File: src/inc/dac_clamp_pkg.sv
// Overview of operation
// - channel config bit 4 enables output slewing; resets to 0.
// - range codes 0000-0011 give 0-5V (reset), 0-10V, +/-5V, +/-10V.
// - range codes 0100-0111 give 3.5-23.5mA, 0-20mA, 0-24mA, +/-24mA.
// - range codes 1000-1011 give 0-6V, 0-12V, +/-6V, +/-12V.
// - changing a channel's range reloads its code from its clear-level choice.
// - clear-level choice 0 loads zero scale, 1 loads mid scale; resets to 0.
// - data register at index 0x05 holds 16-bit code, read/write, resets to zero.
// - index 0x06 bits 0-3 pick supply converters A-D; all reset to 0.
// - converter select bits 15:4 are reserved read/write, reset zero, no function.
// - index 0x07 holds policy 11:10, pos 9:6, neg 5:2, polarity 1:0; reset zero.
// - clamp policy 00 is full tracking and is the reset state.
// - clamp policy 01 lets software write both positive and negative clamp fields.
// - policy 10 auto-learns positive clamp, ignoring software writes; 11 invalid.
// - clamp config bits 15:12 are reserved read/write, reset 0000.
package dac_clamp_pkg;

  localparam int unsigned NUM_CH   = 4;
  localparam int unsigned REG_W    = 16;
  localparam int unsigned APB_W    = 32;

  // register indices; byte address is four times the index
  localparam logic [5:0] IDX_CHAN_SELECT = 6'h03;
  localparam logic [5:0] IDX_CHAN_CONFIG = 6'h04;
  localparam logic [5:0] IDX_CHAN_DATA   = 6'h05;
  localparam logic [5:0] IDX_CONV_SELECT = 6'h06;
  localparam logic [5:0] IDX_CONV_CLAMP  = 6'h07;

  // fields of the channel select register
  localparam int unsigned CHAN_PICK_LSB  = 5;
  localparam int unsigned CLEAR_LVL_LSB  = 9;

  localparam logic [15:0] CHAN_SELECT_RST = 16'h0000;
  localparam logic [15:0] CHAN_CONFIG_RST = 16'h0000;
  localparam logic [15:0] CHAN_DATA_RST   = 16'h0000;
  localparam logic [15:0] CONV_SELECT_RST = 16'h0000;
  localparam logic [15:0] CONV_CLAMP_RST  = 16'h0000;
  localparam logic [15:0] ZERO_SCALE      = 16'h0000;
  localparam logic [15:0] MID_SCALE       = 16'h8000;
  localparam logic [3:0]  POS_CLAMP_LOW   = 4'h0;

  // output span classes by the top two range bits
  localparam logic [1:0] RANGE_GRP_VOLT  = 2'h0;
  localparam logic [1:0] RANGE_GRP_CURR  = 2'h1;
  localparam logic [1:0] RANGE_GRP_OVER  = 2'h2;

  typedef enum logic [1:0] {
    CLAMP_TRACK   = 2'b00,
    CLAMP_MANUAL  = 2'b01,
    CLAMP_AUTO    = 2'b10,
    CLAMP_INVALID = 2'b11
  } clamp_policy_t;

  typedef struct packed {
    logic [10:0] upper;
    logic        slew_on;
    logic [3:0]  range;
  } chan_cfg_t;

  typedef struct packed {
    logic [3:0]    reserved;
    clamp_policy_t clamp_policy;
    logic [3:0]    pos_arm_clamp;
    logic [3:0]    neg_arm_clamp;
    logic [1:0]    arm_polarity_pick;
  } clamp_cfg_t;

  typedef struct packed {
    chan_cfg_t   cfg;
    logic [15:0] code;
  } chan_state_t;

  typedef struct packed {
    logic [31:0]          prdata;
    logic                 pready;
    logic                 pslverr;
    logic [15:0]          chan_select;
    logic [15:0]          conv_select;
    clamp_cfg_t [3:0]     conv_cfg;
    logic [3:0]           clamp_bad;
  } regs_state_t;

  function automatic logic range_is_voltage(input logic [3:0] r);
    return (r[3:2] == RANGE_GRP_VOLT) || (r[3:2] == RANGE_GRP_OVER);
  endfunction

  function automatic logic range_is_current(input logic [3:0] r);
    return r[3:2] == RANGE_GRP_CURR;
  endfunction

endpackage

File: src/rtl/dac_channel_slot.sv
`timescale 1ns/1ps
module dac_channel_slot (
  input  wire logic                      pclk,
  input  wire logic                      presetn,
  input  wire logic                      wr_cfg,
  input  wire logic                      wr_code,
  input  wire logic [15:0]               wdata,
  input  wire logic                      clear_level_choice,
  output dac_clamp_pkg::chan_cfg_t       cfg,
  output logic      [15:0]               code
);

  dac_clamp_pkg::chan_state_t st_reg;
  dac_clamp_pkg::chan_state_t st_next;

  always_comb begin
    st_next = st_reg;
    if (wr_code) begin
      st_next.code = wdata;
    end
    if (wr_cfg) begin
      st_next.cfg = dac_clamp_pkg::chan_cfg_t'(wdata);
      if (wdata[3:0] != st_reg.cfg.range) begin
        st_next.code = clear_level_choice ? dac_clamp_pkg::MID_SCALE
                                          : dac_clamp_pkg::ZERO_SCALE;
      end
    end
  end

  always_ff @(posedge pclk or negedge presetn) begin
    if (!presetn) begin
      st_reg.cfg  <= dac_clamp_pkg::chan_cfg_t'(dac_clamp_pkg::CHAN_CONFIG_RST);
      st_reg.code <= dac_clamp_pkg::CHAN_DATA_RST;
    end else begin
      st_reg <= st_next;
    end
  end

  assign cfg  = st_reg.cfg;
  assign code = st_reg.code;

  property p_slew_follows_write;
    @(posedge pclk) disable iff (!presetn)
      wr_cfg |=> cfg.slew_on == $past(wdata[4]);
  endproperty
  a_slew_follows_write: assert property (p_slew_follows_write)
    else $error("slew enable did not follow the config write");

  property p_range_follows_write;
    @(posedge pclk) disable iff (!presetn)
      wr_cfg |=> cfg.range == $past(wdata[3:0]) && cfg.upper == $past(wdata[15:5]);
  endproperty
  a_range_follows_write: assert property (p_range_follows_write)
    else $error("range field did not follow the config write");

  property p_range_change_reloads;
    @(posedge pclk) disable iff (!presetn)
      wr_cfg && !clear_level_choice && wdata[3:0] != cfg.range
        |=> code == dac_clamp_pkg::ZERO_SCALE;
  endproperty
  a_range_change_reloads: assert property (p_range_change_reloads)
    else $error("range change did not load zero scale");

  property p_range_change_mid;
    @(posedge pclk) disable iff (!presetn)
      wr_cfg && clear_level_choice && wdata[3:0] != cfg.range
        |=> code == dac_clamp_pkg::MID_SCALE;
  endproperty
  a_range_change_mid: assert property (p_range_change_mid)
    else $error("range change did not load mid scale");

endmodule

File: src/rtl/dac_range_and_clamp_regs.sv
// The APB register port was left to the implementer.
`timescale 1ns/1ps
module dac_range_and_clamp_regs #(
  parameter int unsigned ADDR_W = 8
) (
  input  wire logic                               pclk,
  input  wire logic                               presetn,
  input  wire logic                               psel,
  input  wire logic                               penable,
  input  wire logic                               pwrite,
  input  wire logic [ADDR_W-1:0]                  paddr,
  input  wire logic [31:0]                        pwdata,
  output logic      [31:0]                        prdata,
  output logic                                    pready,
  output logic                                    pslverr,
  input  wire logic [3:0][3:0]                    learn_code,
  input  wire logic [3:0]                         learn_valid,
  output dac_clamp_pkg::chan_cfg_t [3:0]          chan_cfg,
  output logic      [3:0][15:0]                   chan_code,
  output dac_clamp_pkg::clamp_cfg_t [3:0]         conv_cfg,
  output logic      [3:0]                         conv_clamp_invalid
);

  dac_clamp_pkg::regs_state_t st_reg;
  dac_clamp_pkg::regs_state_t st_next;

  logic        setup;
  logic        access;
  logic        mapped;
  logic [5:0]  idx;
  logic [3:0]  chan_pick;
  logic [3:0]  clear_level_choice;
  logic [3:0]  conv_pick;
  logic [3:0]  wr_cfg;
  logic [3:0]  wr_code;
  logic [2:0]  first_chan;
  logic [2:0]  first_conv;

  // lowest set bit: {found, index}
  function automatic logic [2:0] first_set(input logic [3:0] s);
    logic [2:0] r;
    r = 3'h0;
    for (int i = 3; i >= 0; i--) begin
      if (s[i]) begin
        r = {1'b1, 2'(i)};
      end
    end
    return r;
  endfunction

  function automatic dac_clamp_pkg::clamp_cfg_t clamp_write(
    input dac_clamp_pkg::clamp_cfg_t old_cfg,
    input logic [15:0]               w
  );
    dac_clamp_pkg::clamp_cfg_t n;
    dac_clamp_pkg::clamp_cfg_t r;
    n = dac_clamp_pkg::clamp_cfg_t'(w);
    r = old_cfg;
    r.reserved          = n.reserved;
    r.clamp_policy      = n.clamp_policy;
    r.arm_polarity_pick = n.arm_polarity_pick;
    case (n.clamp_policy)
      dac_clamp_pkg::CLAMP_MANUAL: begin
        r.pos_arm_clamp = n.pos_arm_clamp;
        r.neg_arm_clamp = n.neg_arm_clamp;
      end
      dac_clamp_pkg::CLAMP_AUTO: begin
        r.neg_arm_clamp = n.neg_arm_clamp;
      end
      default: begin
        r.pos_arm_clamp = old_cfg.pos_arm_clamp;
      end
    endcase
    return r;
  endfunction

  assign idx                = paddr[7:2];
  assign setup              = psel && !penable;
  assign access             = psel && penable && st_reg.pready;
  assign chan_pick          = st_reg.chan_select[dac_clamp_pkg::CHAN_PICK_LSB +: 4];
  assign clear_level_choice = st_reg.chan_select[dac_clamp_pkg::CLEAR_LVL_LSB +: 4];
  assign conv_pick          = st_reg.conv_select[3:0];
  assign first_chan         = first_set(chan_pick);
  assign first_conv         = first_set(conv_pick);
  assign mapped             = (paddr[1:0] == 2'b00) && ((paddr >> 8) == '0)
                              && idx >= dac_clamp_pkg::IDX_CHAN_SELECT
                              && idx <= dac_clamp_pkg::IDX_CONV_CLAMP;

  for (genvar g = 0; g < dac_clamp_pkg::NUM_CH; g++) begin : g_chan
    assign wr_cfg[g]  = access && pwrite && mapped && chan_pick[g]
                        && idx == dac_clamp_pkg::IDX_CHAN_CONFIG;
    assign wr_code[g] = access && pwrite && mapped && chan_pick[g]
                        && idx == dac_clamp_pkg::IDX_CHAN_DATA;

    dac_channel_slot i_dac_channel_slot (
      .pclk               (pclk),
      .presetn            (presetn),
      .wr_cfg             (wr_cfg[g]),
      .wr_code            (wr_code[g]),
      .wdata              (pwdata[15:0]),
      .clear_level_choice (clear_level_choice[g]),
      .cfg                (chan_cfg[g]),
      .code               (chan_code[g])
    );
  end

  always_comb begin
    st_next         = st_reg;
    st_next.pready  = 1'b0;
    st_next.pslverr = 1'b0;
    if (setup) begin
      st_next.pready  = 1'b1;
      st_next.pslverr = !mapped;
      st_next.prdata  = 32'h0000_0000;
      if (mapped && !pwrite) begin
        case (idx)
          dac_clamp_pkg::IDX_CHAN_SELECT: st_next.prdata[15:0] = st_reg.chan_select;
          dac_clamp_pkg::IDX_CHAN_CONFIG: begin
            if (first_chan[2]) begin
              st_next.prdata[15:0] = chan_cfg[first_chan[1:0]];
            end
          end
          dac_clamp_pkg::IDX_CHAN_DATA: begin
            if (first_chan[2]) begin
              st_next.prdata[15:0] = chan_code[first_chan[1:0]];
            end
          end
          dac_clamp_pkg::IDX_CONV_SELECT: st_next.prdata[15:0] = st_reg.conv_select;
          dac_clamp_pkg::IDX_CONV_CLAMP: begin
            if (first_conv[2]) begin
              st_next.prdata[15:0] = st_reg.conv_cfg[first_conv[1:0]];
            end
          end
          default: st_next.prdata = 32'h0000_0000;
        endcase
      end
    end
    if (access && pwrite && mapped) begin
      case (idx)
        dac_clamp_pkg::IDX_CHAN_SELECT: st_next.chan_select = pwdata[15:0];
        dac_clamp_pkg::IDX_CONV_SELECT: st_next.conv_select = pwdata[15:0];
        dac_clamp_pkg::IDX_CONV_CLAMP: begin
          for (int i = 0; i < 4; i++) begin
            if (conv_pick[i]) begin
              st_next.conv_cfg[i] = clamp_write(st_reg.conv_cfg[i], pwdata[15:0]);
            end
          end
        end
        default: st_next.chan_select = st_reg.chan_select;
      endcase
    end
    for (int i = 0; i < 4; i++) begin
      // the learned value loads only if the policy after a same-cycle software write is auto
      if (learn_valid[i] && st_next.conv_cfg[i].clamp_policy == dac_clamp_pkg::CLAMP_AUTO) begin
        st_next.conv_cfg[i].pos_arm_clamp = learn_code[i];
      end
      st_next.clamp_bad[i] = st_reg.conv_cfg[i].pos_arm_clamp == dac_clamp_pkg::POS_CLAMP_LOW
                             && dac_clamp_pkg::range_is_voltage(chan_cfg[i].range);
    end
  end

  always_ff @(posedge pclk or negedge presetn) begin
    if (!presetn) begin
      st_reg.prdata      <= 32'h0000_0000;
      st_reg.pready      <= 1'b0;
      st_reg.pslverr     <= 1'b0;
      st_reg.chan_select <= dac_clamp_pkg::CHAN_SELECT_RST;
      st_reg.conv_select <= dac_clamp_pkg::CONV_SELECT_RST;
      st_reg.conv_cfg    <= {4{dac_clamp_pkg::CONV_CLAMP_RST}};
      st_reg.clamp_bad   <= 4'h0;
    end else begin
      st_reg <= st_next;
    end
  end

  assign prdata             = st_reg.prdata;
  assign pready             = st_reg.pready;
  assign pslverr            = st_reg.pslverr;
  assign conv_cfg           = st_reg.conv_cfg;
  assign conv_clamp_invalid = st_reg.clamp_bad;

  property p_data_write;
    @(posedge pclk) disable iff (!presetn)
      access && pwrite && mapped && idx == dac_clamp_pkg::IDX_CHAN_DATA && chan_pick[0]
        |=> chan_code[0] == $past(pwdata[15:0]);
  endproperty
  a_data_write: assert property (p_data_write)
    else $error("data write did not reach channel A");

  property p_data_read_first;
    @(posedge pclk) disable iff (!presetn)
      setup && !pwrite && mapped && idx == dac_clamp_pkg::IDX_CHAN_DATA && chan_pick == 4'h6
        |=> pready && prdata[15:0] == $past(chan_code[1]);
  endproperty
  a_data_read_first: assert property (p_data_read_first)
    else $error("data read did not return the first selected channel");

  property p_conv_select_write;
    @(posedge pclk) disable iff (!presetn)
      access && pwrite && mapped && idx == dac_clamp_pkg::IDX_CONV_SELECT
        |=> st_reg.conv_select[3:0] == $past(pwdata[3:0]);
  endproperty
  a_conv_select_write: assert property (p_conv_select_write)
    else $error("converter select did not take the write");

  property p_conv_select_read;
    @(posedge pclk) disable iff (!presetn)
      setup && !pwrite && mapped && idx == dac_clamp_pkg::IDX_CONV_SELECT
        |=> prdata == {16'h0000, $past(st_reg.conv_select)};
  endproperty
  a_conv_select_read: assert property (p_conv_select_read)
    else $error("converter select read back wrong");

  property p_unselected_kept;
    @(posedge pclk) disable iff (!presetn)
      access && pwrite && idx == dac_clamp_pkg::IDX_CONV_CLAMP && !conv_pick[2] && !learn_valid[2]
        |=> $stable(conv_cfg[2]);
  endproperty
  a_unselected_kept: assert property (p_unselected_kept)
    else $error("unselected converter changed on clamp write");

  property p_policy_write;
    @(posedge pclk) disable iff (!presetn)
      access && pwrite && mapped && idx == dac_clamp_pkg::IDX_CONV_CLAMP && conv_pick[0]
        |=> conv_cfg[0].clamp_policy == $past(pwdata[11:10])
            && conv_cfg[0].arm_polarity_pick == $past(pwdata[1:0]);
  endproperty
  a_policy_write: assert property (p_policy_write)
    else $error("clamp policy or polarity not written");

  property p_track_keeps_pos;
    @(posedge pclk) disable iff (!presetn)
      access && pwrite && mapped && idx == dac_clamp_pkg::IDX_CONV_CLAMP && conv_pick[0]
        && pwdata[11:10] == 2'b00 |=> $stable(conv_cfg[0].pos_arm_clamp)
                                      && $stable(conv_cfg[0].neg_arm_clamp);
  endproperty
  a_track_keeps_pos: assert property (p_track_keeps_pos)
    else $error("tracking write changed clamp fields");

  property p_manual_write;
    @(posedge pclk) disable iff (!presetn)
      access && pwrite && mapped && idx == dac_clamp_pkg::IDX_CONV_CLAMP && conv_pick[0]
        && pwdata[11:10] == 2'b01
        |=> conv_cfg[0].pos_arm_clamp == $past(pwdata[9:6])
            && conv_cfg[0].neg_arm_clamp == $past(pwdata[5:2]);
  endproperty
  a_manual_write: assert property (p_manual_write)
    else $error("manual clamp write not applied");

  property p_auto_learn;
    @(posedge pclk) disable iff (!presetn)
      conv_cfg[0].clamp_policy == dac_clamp_pkg::CLAMP_AUTO && learn_valid[0]
        && !(access && pwrite) |=> conv_cfg[0].pos_arm_clamp == $past(learn_code[0]);
  endproperty
  a_auto_learn: assert property (p_auto_learn)
    else $error("learned clamp not loaded");

  property p_invalid_flag;
    @(posedge pclk) disable iff (!presetn)
      presetn && conv_cfg[0].pos_arm_clamp == 4'h0 && chan_cfg[0].range[3:2] == 2'b00
        |=> conv_clamp_invalid[0];
  endproperty
  a_invalid_flag: assert property (p_invalid_flag)
    else $error("invalid voltage-mode clamp not flagged");

  property p_clamp_reserved;
    @(posedge pclk) disable iff (!presetn)
      access && pwrite && mapped && idx == dac_clamp_pkg::IDX_CONV_CLAMP && conv_pick[3]
        |=> conv_cfg[3].reserved == $past(pwdata[15:12]);
  endproperty
  a_clamp_reserved: assert property (p_clamp_reserved)
    else $error("clamp reserved bits not stored");

  property p_refused_write;
    @(posedge pclk) disable iff (!presetn)
      access && pwrite && !mapped
        |=> $stable(st_reg.chan_select) && $stable(st_reg.conv_select) && $stable(chan_code);
  endproperty
  a_refused_write: assert property (p_refused_write)
    else $error("refused write changed a register");

  property p_ready_one_cycle;
    @(posedge pclk) disable iff (!presetn)
      setup |=> pready && pslverr == !$past(mapped) ##1 !pready;
  endproperty
  a_ready_one_cycle: assert property (p_ready_one_cycle)
    else $error("ready or error flag wrong after setup");

  property p_select_write;
    @(posedge pclk) disable iff (!presetn)
      access && pwrite && mapped && idx == dac_clamp_pkg::IDX_CHAN_SELECT
        |=> st_reg.chan_select == $past(pwdata[15:0]);
  endproperty
  a_select_write: assert property (p_select_write)
    else $error("channel select did not take the write");

  property p_select_reserved;
    @(posedge pclk) disable iff (!presetn)
      access && pwrite && mapped && idx == dac_clamp_pkg::IDX_CONV_SELECT
        |=> st_reg.conv_select[15:4] == $past(pwdata[15:4]);
  endproperty
  a_select_reserved: assert property (p_select_reserved)
    else $error("converter select reserved bits not stored");

  property p_valid_clamp;
    @(posedge pclk) disable iff (!presetn)
      presetn && (conv_cfg[0].pos_arm_clamp != 4'h0 || chan_cfg[0].range[3:2] == 2'b01)
        |=> !conv_clamp_invalid[0];
  endproperty
  a_valid_clamp: assert property (p_valid_clamp)
    else $error("clamp flagged invalid in a valid setting");

endmodule

File: config.mk
export PLATFORM = sky130hd
export DESIGN_NAME = dac_range_and_clamp_regs
export DESIGN_NICKNAME = d
export VERILOG_FILES = /design/src/inc/dac_clamp_pkg.sv /design/src/rtl/dac_channel_slot.sv /design/src/rtl/dac_range_and_clamp_regs.sv
export SDC_FILE = /design/constraint.sdc
export NUM_CORES = 1
export LEC_CHECK = 0
export BUFFER_PORTS_ARGS = -buffer_cell sky130_fd_sc_hd__buf_2
export CAP_MARGIN = 25
export CORE_UTILIZATION = 35
export CTS_CLUSTER_DIAMETER = 100
export CTS_CLUSTER_SIZE = 14
export DETAILED_ROUTE_END_ITERATION = 6
export SYNTH_ARGS = -nofsm -noshare
export SYNTH_HDL_FRONTEND = slang
export SYNTH_SLANG_ARGS = --single-unit
File: constraint.sdc
create_clock -name pclk -period 5.96 [get_ports pclk]
set_input_delay 0.894 -clock pclk [delete_from_list [all_inputs] [get_ports pclk]]
set_output_delay 0.894 -clock pclk [all_outputs]
set_load 0.01 [all_outputs]
==> results of run 1 <==
==> metal layers <==
metal / vias to the layer above / part of all wire [%] / global-route usage (%)
li1: 4191 / - / -
met1: 4722 / 46 / 31.15
met2: 342 / 45 / 35.00
met3: 41 / 6.5 / 4.696
met4: 0 / 2.4 / 5.393
met5: - / 0 / 0
==> worst paths after layout <==
check	endpoint	depth (start not counted)	startpoint	slack [ns]
min reg2reg	st_reg[79]$_DFFE_PN0P_	2	st_reg[79]$_DFFE_PN0P_	0.50
max	prdata[7]$_DFFE_PN0P_	8	paddr[5]	2.30
max in group asynchronous	conv_cfg[10]$_DFF_PN0_	2	presetn	4.27
min	g_chan[3].i_dac_channel_slot.cfg[7]$_DFFE_PN0P_	1	presetn	0.38
min in group pclk	st_reg[79]$_DFFE_PN0P_	2	st_reg[79]$_DFFE_PN0P_	0.50
max reg2reg	prdata[9]$_DFFE_PN0P_	6	conv_pick[1]$_DFFE_PN0P_	2.96
==> placed cells by master (no fill, tap or decap), drive strengths merged, types with 2 or more instances in the layout <==
cell type and n:
a21oi 46, a221oi 15, a222oi 16, a31oi 2, and3 8, buf 286, clkbuf 21, conb 16
dfrtp 246, inv 21, mux2 169, mux2i 133, nand2 28, nand2b 9, nand3 2, nand4 2
nor2 89, nor2b 2, nor3 4, nor3b 5, nor4 5, o21a 14, o21ai 41, o22ai 32
o32a 16, o41a 4, or4 8, xor2 16
==> stage by stage <==
step	power, mW	std cells	utilization (%)
floorplan	1.799	1142	-
global placement	1.876	1700	38.74
detailed placement	1.878	1702	38.82
CTS	3.138	1725	40.34
global route	3.198	1725	40.34
finish	3.091	1725	40.34
==> cell families after synthesis <==
kind of cell             after synthesis  synth area share [%]
other                                  1               0.02918
AO/OA/AOI/OAI                        189                 9.922
AND/OR/NAND/NOR                      165                 5.949
buffers and inverters                207                 9.484
XOR/XNOR                              16                 1.091
adder cells (fa/ha/maj)                1               0.09736
multiplexers                         302                 25.52
flip-flops                           246                 47.91
==> power by group through the flow <==
stage / combinational (mW) / clock [mW] / sequential (mW)
after floorplan: 0.0820 / 0 / 1.72
after global placement: 0.156 / 0 / 1.72
after detailed placement: 0.159 / 0 / 1.72
after CTS: 0.159 / 1.29 / 1.69
after global routing: 0.172 / 1.34 / 1.69
final: 0.157 / 1.25 / 1.69
==> cell type report <==
class                   count  area, µm²
fillers                  3525      21380
flip-flops and latches    246       6156
multi-input cells         689       5560
repair buffers            286       1541
well taps                 461      576.8
clock buffers              21      525.5
inverters                  20      75.07
clock inverters             2      17.52
==> flow_metrics.env, run 1 <==
export IMPL_status="completed"
export IMPL_initial_utilization_pct=35.87
export IMPL_p_sw_share_pct=23.99
export IMPL_synthArstFlopShare_pct=100.0
export IMPL_p_per_area_nw_per_um2=213.9
export IMPL_first_pass_iters=5
export IMPL_place_congestion=0.8195
export IMPL_fp_row_count=69
export IMPL_tightest_slew_ns=1.020
export IMPL_cp_top_family="simple AND/OR/NAND/NOR gates"
export IMPL_largest_registers="conv_cfg x64, g_chan.i_dac_channel_slot.cfg x64, g_chan.i_dac_channel_slot.code x64"
export IMPL_cts_buffers=21
export IMPL_drt_antenna_violating_nets=0
export IMPL_final_cell_area_um2=14450
export IMPL_io_buffers=262
export IMPL_io_pins=295
export IMPL_worstSetupPathType="input port to flip-flop"
export IMPL_drc_errors=0
export IMPL_die_w_um=193.6
export IMPL_ys_seq_area_share_pct=47.91
export IMPL_timing_final_crit_share_pct=61.45
export IMPL_slew_violations=0
export IMPL_cp_start_kind="input port"
export IMPL_switchingPower_mw=0.7415
export IMPL_drt_iter0_drc=525
export IMPL_cts_root_buf="clkbuf_16"
export IMPL_critical_path_buf_inv_count=2
export IMPL_crit_fanout=9
export IMPL_p_leak_nw=7.691
export IMPL_worst_slack_ns=2.298
export IMPL_synthTopCellsByArea="dfrtp_1, mux2_2, mux2i_1"
export IMPL_clock_latency_ns=0.53
export IMPL_grt_max_degree=146
export IMPL_pwr_share_comb_pct=5.1
export IMPL_synth_edf_count=0
export IMPL_wirelength_um=42270
export IMPL_rsz0062_at_grt="false"
export IMPL_slew_headroom_pct=31.81
export IMPL_max_stage_delay_ns=0.67
export IMPL_num_nets_final=1330
export IMPL_skew_ns=0.02678
export IMPL_ys_top_cells_by_count="dfrtp_1, mux2_2, mux2i_1"
export IMPL_cts_clk_slew_worst_paths_ns=0.07
export IMPL_crit_chain="buf_2 > or4b_1 > nor3_1 > nand2_1 > buf_4 > o22ai_1 > o21ai_0 > a21oi_1"
export IMPL_dp_slack_ns=1.822
export IMPL_arrival_ns=4.09
export IMPL_hold_ws_ns=0.3830
export IMPL_grt_pass1_vias=9558
export IMPL_synth_top_area_cell="dfrtp_1"
export IMPL_pwr_share_seq_pct=54.6
export IMPL_die_h_um=193.6
export IMPL_p_int_mw=2.350
export IMPL_setup_viol=0
export IMPL_postCtsSetupBuffers=0
export IMPL_synth_most_common_cell="dfrtp_1"
export IMPL_htree_levels=1
export IMPL_dpl_instance_area_um2=13910
export IMPL_ys_ff_latch=246
export IMPL_syn2layout_area_growth_pct=12.47
export IMPL_diodes=0
export IMPL_wl_per_cell_um=24.50
export IMPL_setup_tns_final_ns=0
export IMPL_gr_usage_all_layers_pct=22.24
export IMPL_drive_gt1_share_pct=38.45
export IMPL_holdCritPathClass="input port to asynchronous set/reset pin"
export IMPL_clockPowerShare_pct=40.3
export IMPL_synth_top_area_share_pct=47.91
export IMPL_hold_viol_final=0
export IMPL_cts_hold_buf=0
export IMPL_gr_total_overflow=0
export IMPL_cp_slowest_cell="or4b_1"
export IMPL_synth_cells=1127
export IMPL_dieArea_um2=37480
export IMPL_final_min_clock_period_ns=3.662
export IMPL_vias_per_cell=5.389
export IMPL_cts_resized=0
export IMPL_crit_required_ns=6.39
export IMPL_yosysWarnings=0
export IMPL_numClockSinks=246
export IMPL_max_clock_path_buffers=3
export IMPL_avgSynthCellArea_um2=11.40
export IMPL_core_um2=35830
export IMPL_grt_pass1_wl_um=63570
export IMPL_max_freq_mhz=273.0
export IMPL_drv_cap=0
export IMPL_cts_tree="yes"
export IMPL_antenna_found_initial=0
export IMPL_ys_types=42
export IMPL_synthFlopType="dfrtp_1"
export IMPL_vias=9296
export IMPL_vdd_drop_max_mv=0.1716
export IMPL_cp_end_kind="flip-flop"
export IMPL_syn_cell_area_um2=12850
export IMPL_hpwlAfterDp_um=29980
(Power assumes the default switching activity.)
==> inputs of run 2 (changes only) <==
==> constraint.sdc (replaced) <==
create_clock -name pclk -period 3.4 [get_ports pclk]
set_input_delay 0.51 -clock pclk [delete_from_list [all_inputs] [get_ports pclk]]
set_output_delay 0.51 -clock pclk [all_outputs]
set_load 0.01 [all_outputs]
==> run 2 against run 1 <==
Design area increased by 2.3%. Via count is 2.6% higher. Largest power group unchanged. Clock skew fell by 0.0088 ns. Power rose by 76%. Flip-flop and latch count stayed put. Register-to-register slack worse by 2.2 ns. Worst hold slack worse by 0.15 ns.
==> flow_metrics.env, run 2 (synthesized netlist as in run 1, its figures left out) <==
export IMPL_cts_tree="yes"
export IMPL_clock_latency_ns=0.52
export IMPL_status="completed"
export IMPL_skew_ns=0.01797
export IMPL_crit_fanout=18
export IMPL_largest_registers="conv_cfg x64, g_chan.i_dac_channel_slot.cfg x64, g_chan.i_dac_channel_slot.code x64"
export IMPL_setup_tns_final_ns=0
export IMPL_slew_violations=0
export IMPL_setup_viol=0
export IMPL_cts_buffers=21
export IMPL_vias=9542
export IMPL_initial_utilization_pct=35.87
export IMPL_io_buffers=262
export IMPL_syn2layout_area_growth_pct=15.06
export IMPL_cts_clk_slew_worst_paths_ns=0.07
export IMPL_cts_resized=0
export IMPL_diodes=0
export IMPL_drv_cap=0
export IMPL_vias_per_cell=5.437
export IMPL_place_congestion=0.8522
export IMPL_fp_row_count=69
export IMPL_hold_depth=2
export IMPL_die_h_um=193.6
export IMPL_worstSetupPathType="flip-flop to flip-flop"
export IMPL_drt_iter0_drc=573
export IMPL_io_pins=295
export IMPL_crit_required_ns=3.77
export IMPL_drt_antenna_violating_nets=0
export IMPL_grt_pass1_vias=9621
export IMPL_total_power_mw=5.431
export IMPL_max_freq_mhz=385.7
export IMPL_p_leak_nw=7.862
export IMPL_cp_start_kind="flip-flop"
export IMPL_drive_gt1_share_pct=39.72
export IMPL_num_nets_final=1360
export IMPL_dieArea_um2=37480
export IMPL_ff2ff_setup_slack_ns=0.81
export IMPL_max_stage_delay_ns=0.69
export IMPL_cp_end_kind="flip-flop"
export IMPL_reg2reg_to="prdata[14]$_DFFE_PN0P_"
export IMPL_hold_viol_final=0
export IMPL_first_pass_iters=7
export IMPL_tightest_slew_ns=0.8437
export IMPL_vdd_drop_max_mv=0.3508
export IMPL_grt_max_degree=83
export IMPL_holdCritPathClass="input port to flip-flop"
export IMPL_final_common_cell="buf_2"
export IMPL_cp_slowest_cell="o21ai_4"
export IMPL_drc_errors=0
export IMPL_wirelength_um=42850
export IMPL_slew_headroom_pct=43.75
export IMPL_antenna_found_initial=1
export IMPL_crit_path_start="chan_pick[2]$_DFFE_PN0P_"
export IMPL_cts_root_buf="clkbuf_16"
export IMPL_die_w_um=193.6
export IMPL_grt_pass1_wl_um=64800
export IMPL_wl_per_cell_um=24.41
export IMPL_worstRegToRegCells=6
export IMPL_final_min_clock_period_ns=2.593
export IMPL_max_clock_path_buffers=3
export IMPL_p_per_area_nw_per_um2=367.3
export IMPL_r2r_start="chan_pick[2]$_DFFE_PN0P_"
export IMPL_rsz0062_at_grt="false"
export IMPL_hold_end="conv_cfg[54]$_DFFE_PN0P_"
export IMPL_crit_chain="o21ai_4 > buf_12 > mux2i_1 > o22ai_1 > o21ai_0 > a31oi_1"
export IMPL_htree_levels=1
export IMPL_core_um2=35830
export IMPL_final_cell_mix="buf_2, dfrtp_1, mux2_2"
export IMPL_gr_total_overflow=0
export IMPL_gr_usage_all_layers_pct=22.65
export IMPL_min_from="learn_code[12]"
export IMPL_hpwlAfterDp_um=31380
export IMPL_arrival_ns=2.96
export IMPL_timing_final_crit_share_pct=76.26
export IMPL_numClockSinks=246
run 2: cell count changes in the layout (fill, tap and decap cells not counted):
cell           change
buf_4             +21
buf_12            +10
buf_8              -2
dlygate4sd3_1      +1
nor3_1             +1
nor3_2             -1
run 2: metrics by stage:
stage                     setup slack, ns  utilization [%]  std cells  area (µm²)  hold WS (ns)
after floorplan                    0.7810                -       1142       12910        0.2144
after global placement             0.3537            39.72       1731       14230        0.4636
after detailed placement           0.3328            39.72       1731       14230        0.4781
after CTS                          0.8582            41.27       1755       14790        0.2127
after global routing               0.7365            41.27       1755       14790        0.2201
final                              0.8070            41.27       1755       14790        0.2360
run 2: timing repair:
action / 4_1_cts / 5_1_grt
hold buffers: 1 / 0
buffers inserted: 0 / 0
setup endpoints to repair: 0 / 0
hold endpoints to repair: 1 / 0
run 2: where the power goes:
group	total, mW	internal (mW)	switching [mW]
combinational	0.288	0.0843	0.204
sequential	2.96	2.94	0.0161
clock	2.19	1.10	1.08
total	5.43	4.13	1.30
run 2: layout make-up:
type                    count  area (µm²)
fillers                  3515       21040
flip-flops and latches    246        6156
multi-input cells         689        5555
repair buffers            316        1879
well taps                 461       576.8
clock buffers              21       525.5
inverters                  20       75.07
clock inverters             2       17.52
run 2: worst max-delay path by stage:
stage	endpoint
after floorplan	conv_cfg[38]$_DFFE_PN0P_
final	prdata[14]$_DFFE_PN0P_
after CTS	conv_cfg[36]$_DFFE_PN0P_
after detailed placement	conv_cfg[36]$_DFFE_PN0P_
after global placement	conv_cfg[36]$_DFFE_PN0P_
after global routing	conv_cfg[37]$_DFFE_PN0P_
run 2: worst max-delay path: cells and delay by family, from the launching register on:
family          cells  cell delay (ns)
compound gates      4             1.44
mux                 1             0.24
flops               1             0.48
buf+inv             1             0.28
run 2: metal layers:
metal	routed length (µm)	vias to the layer above	GRT usage, %
met1	19690	4837	32.30
met5	17	-	0
met4	855	2	4.978
met3	3113	45	4.801
met2	19170	388	35.18
li1	-	4270	-
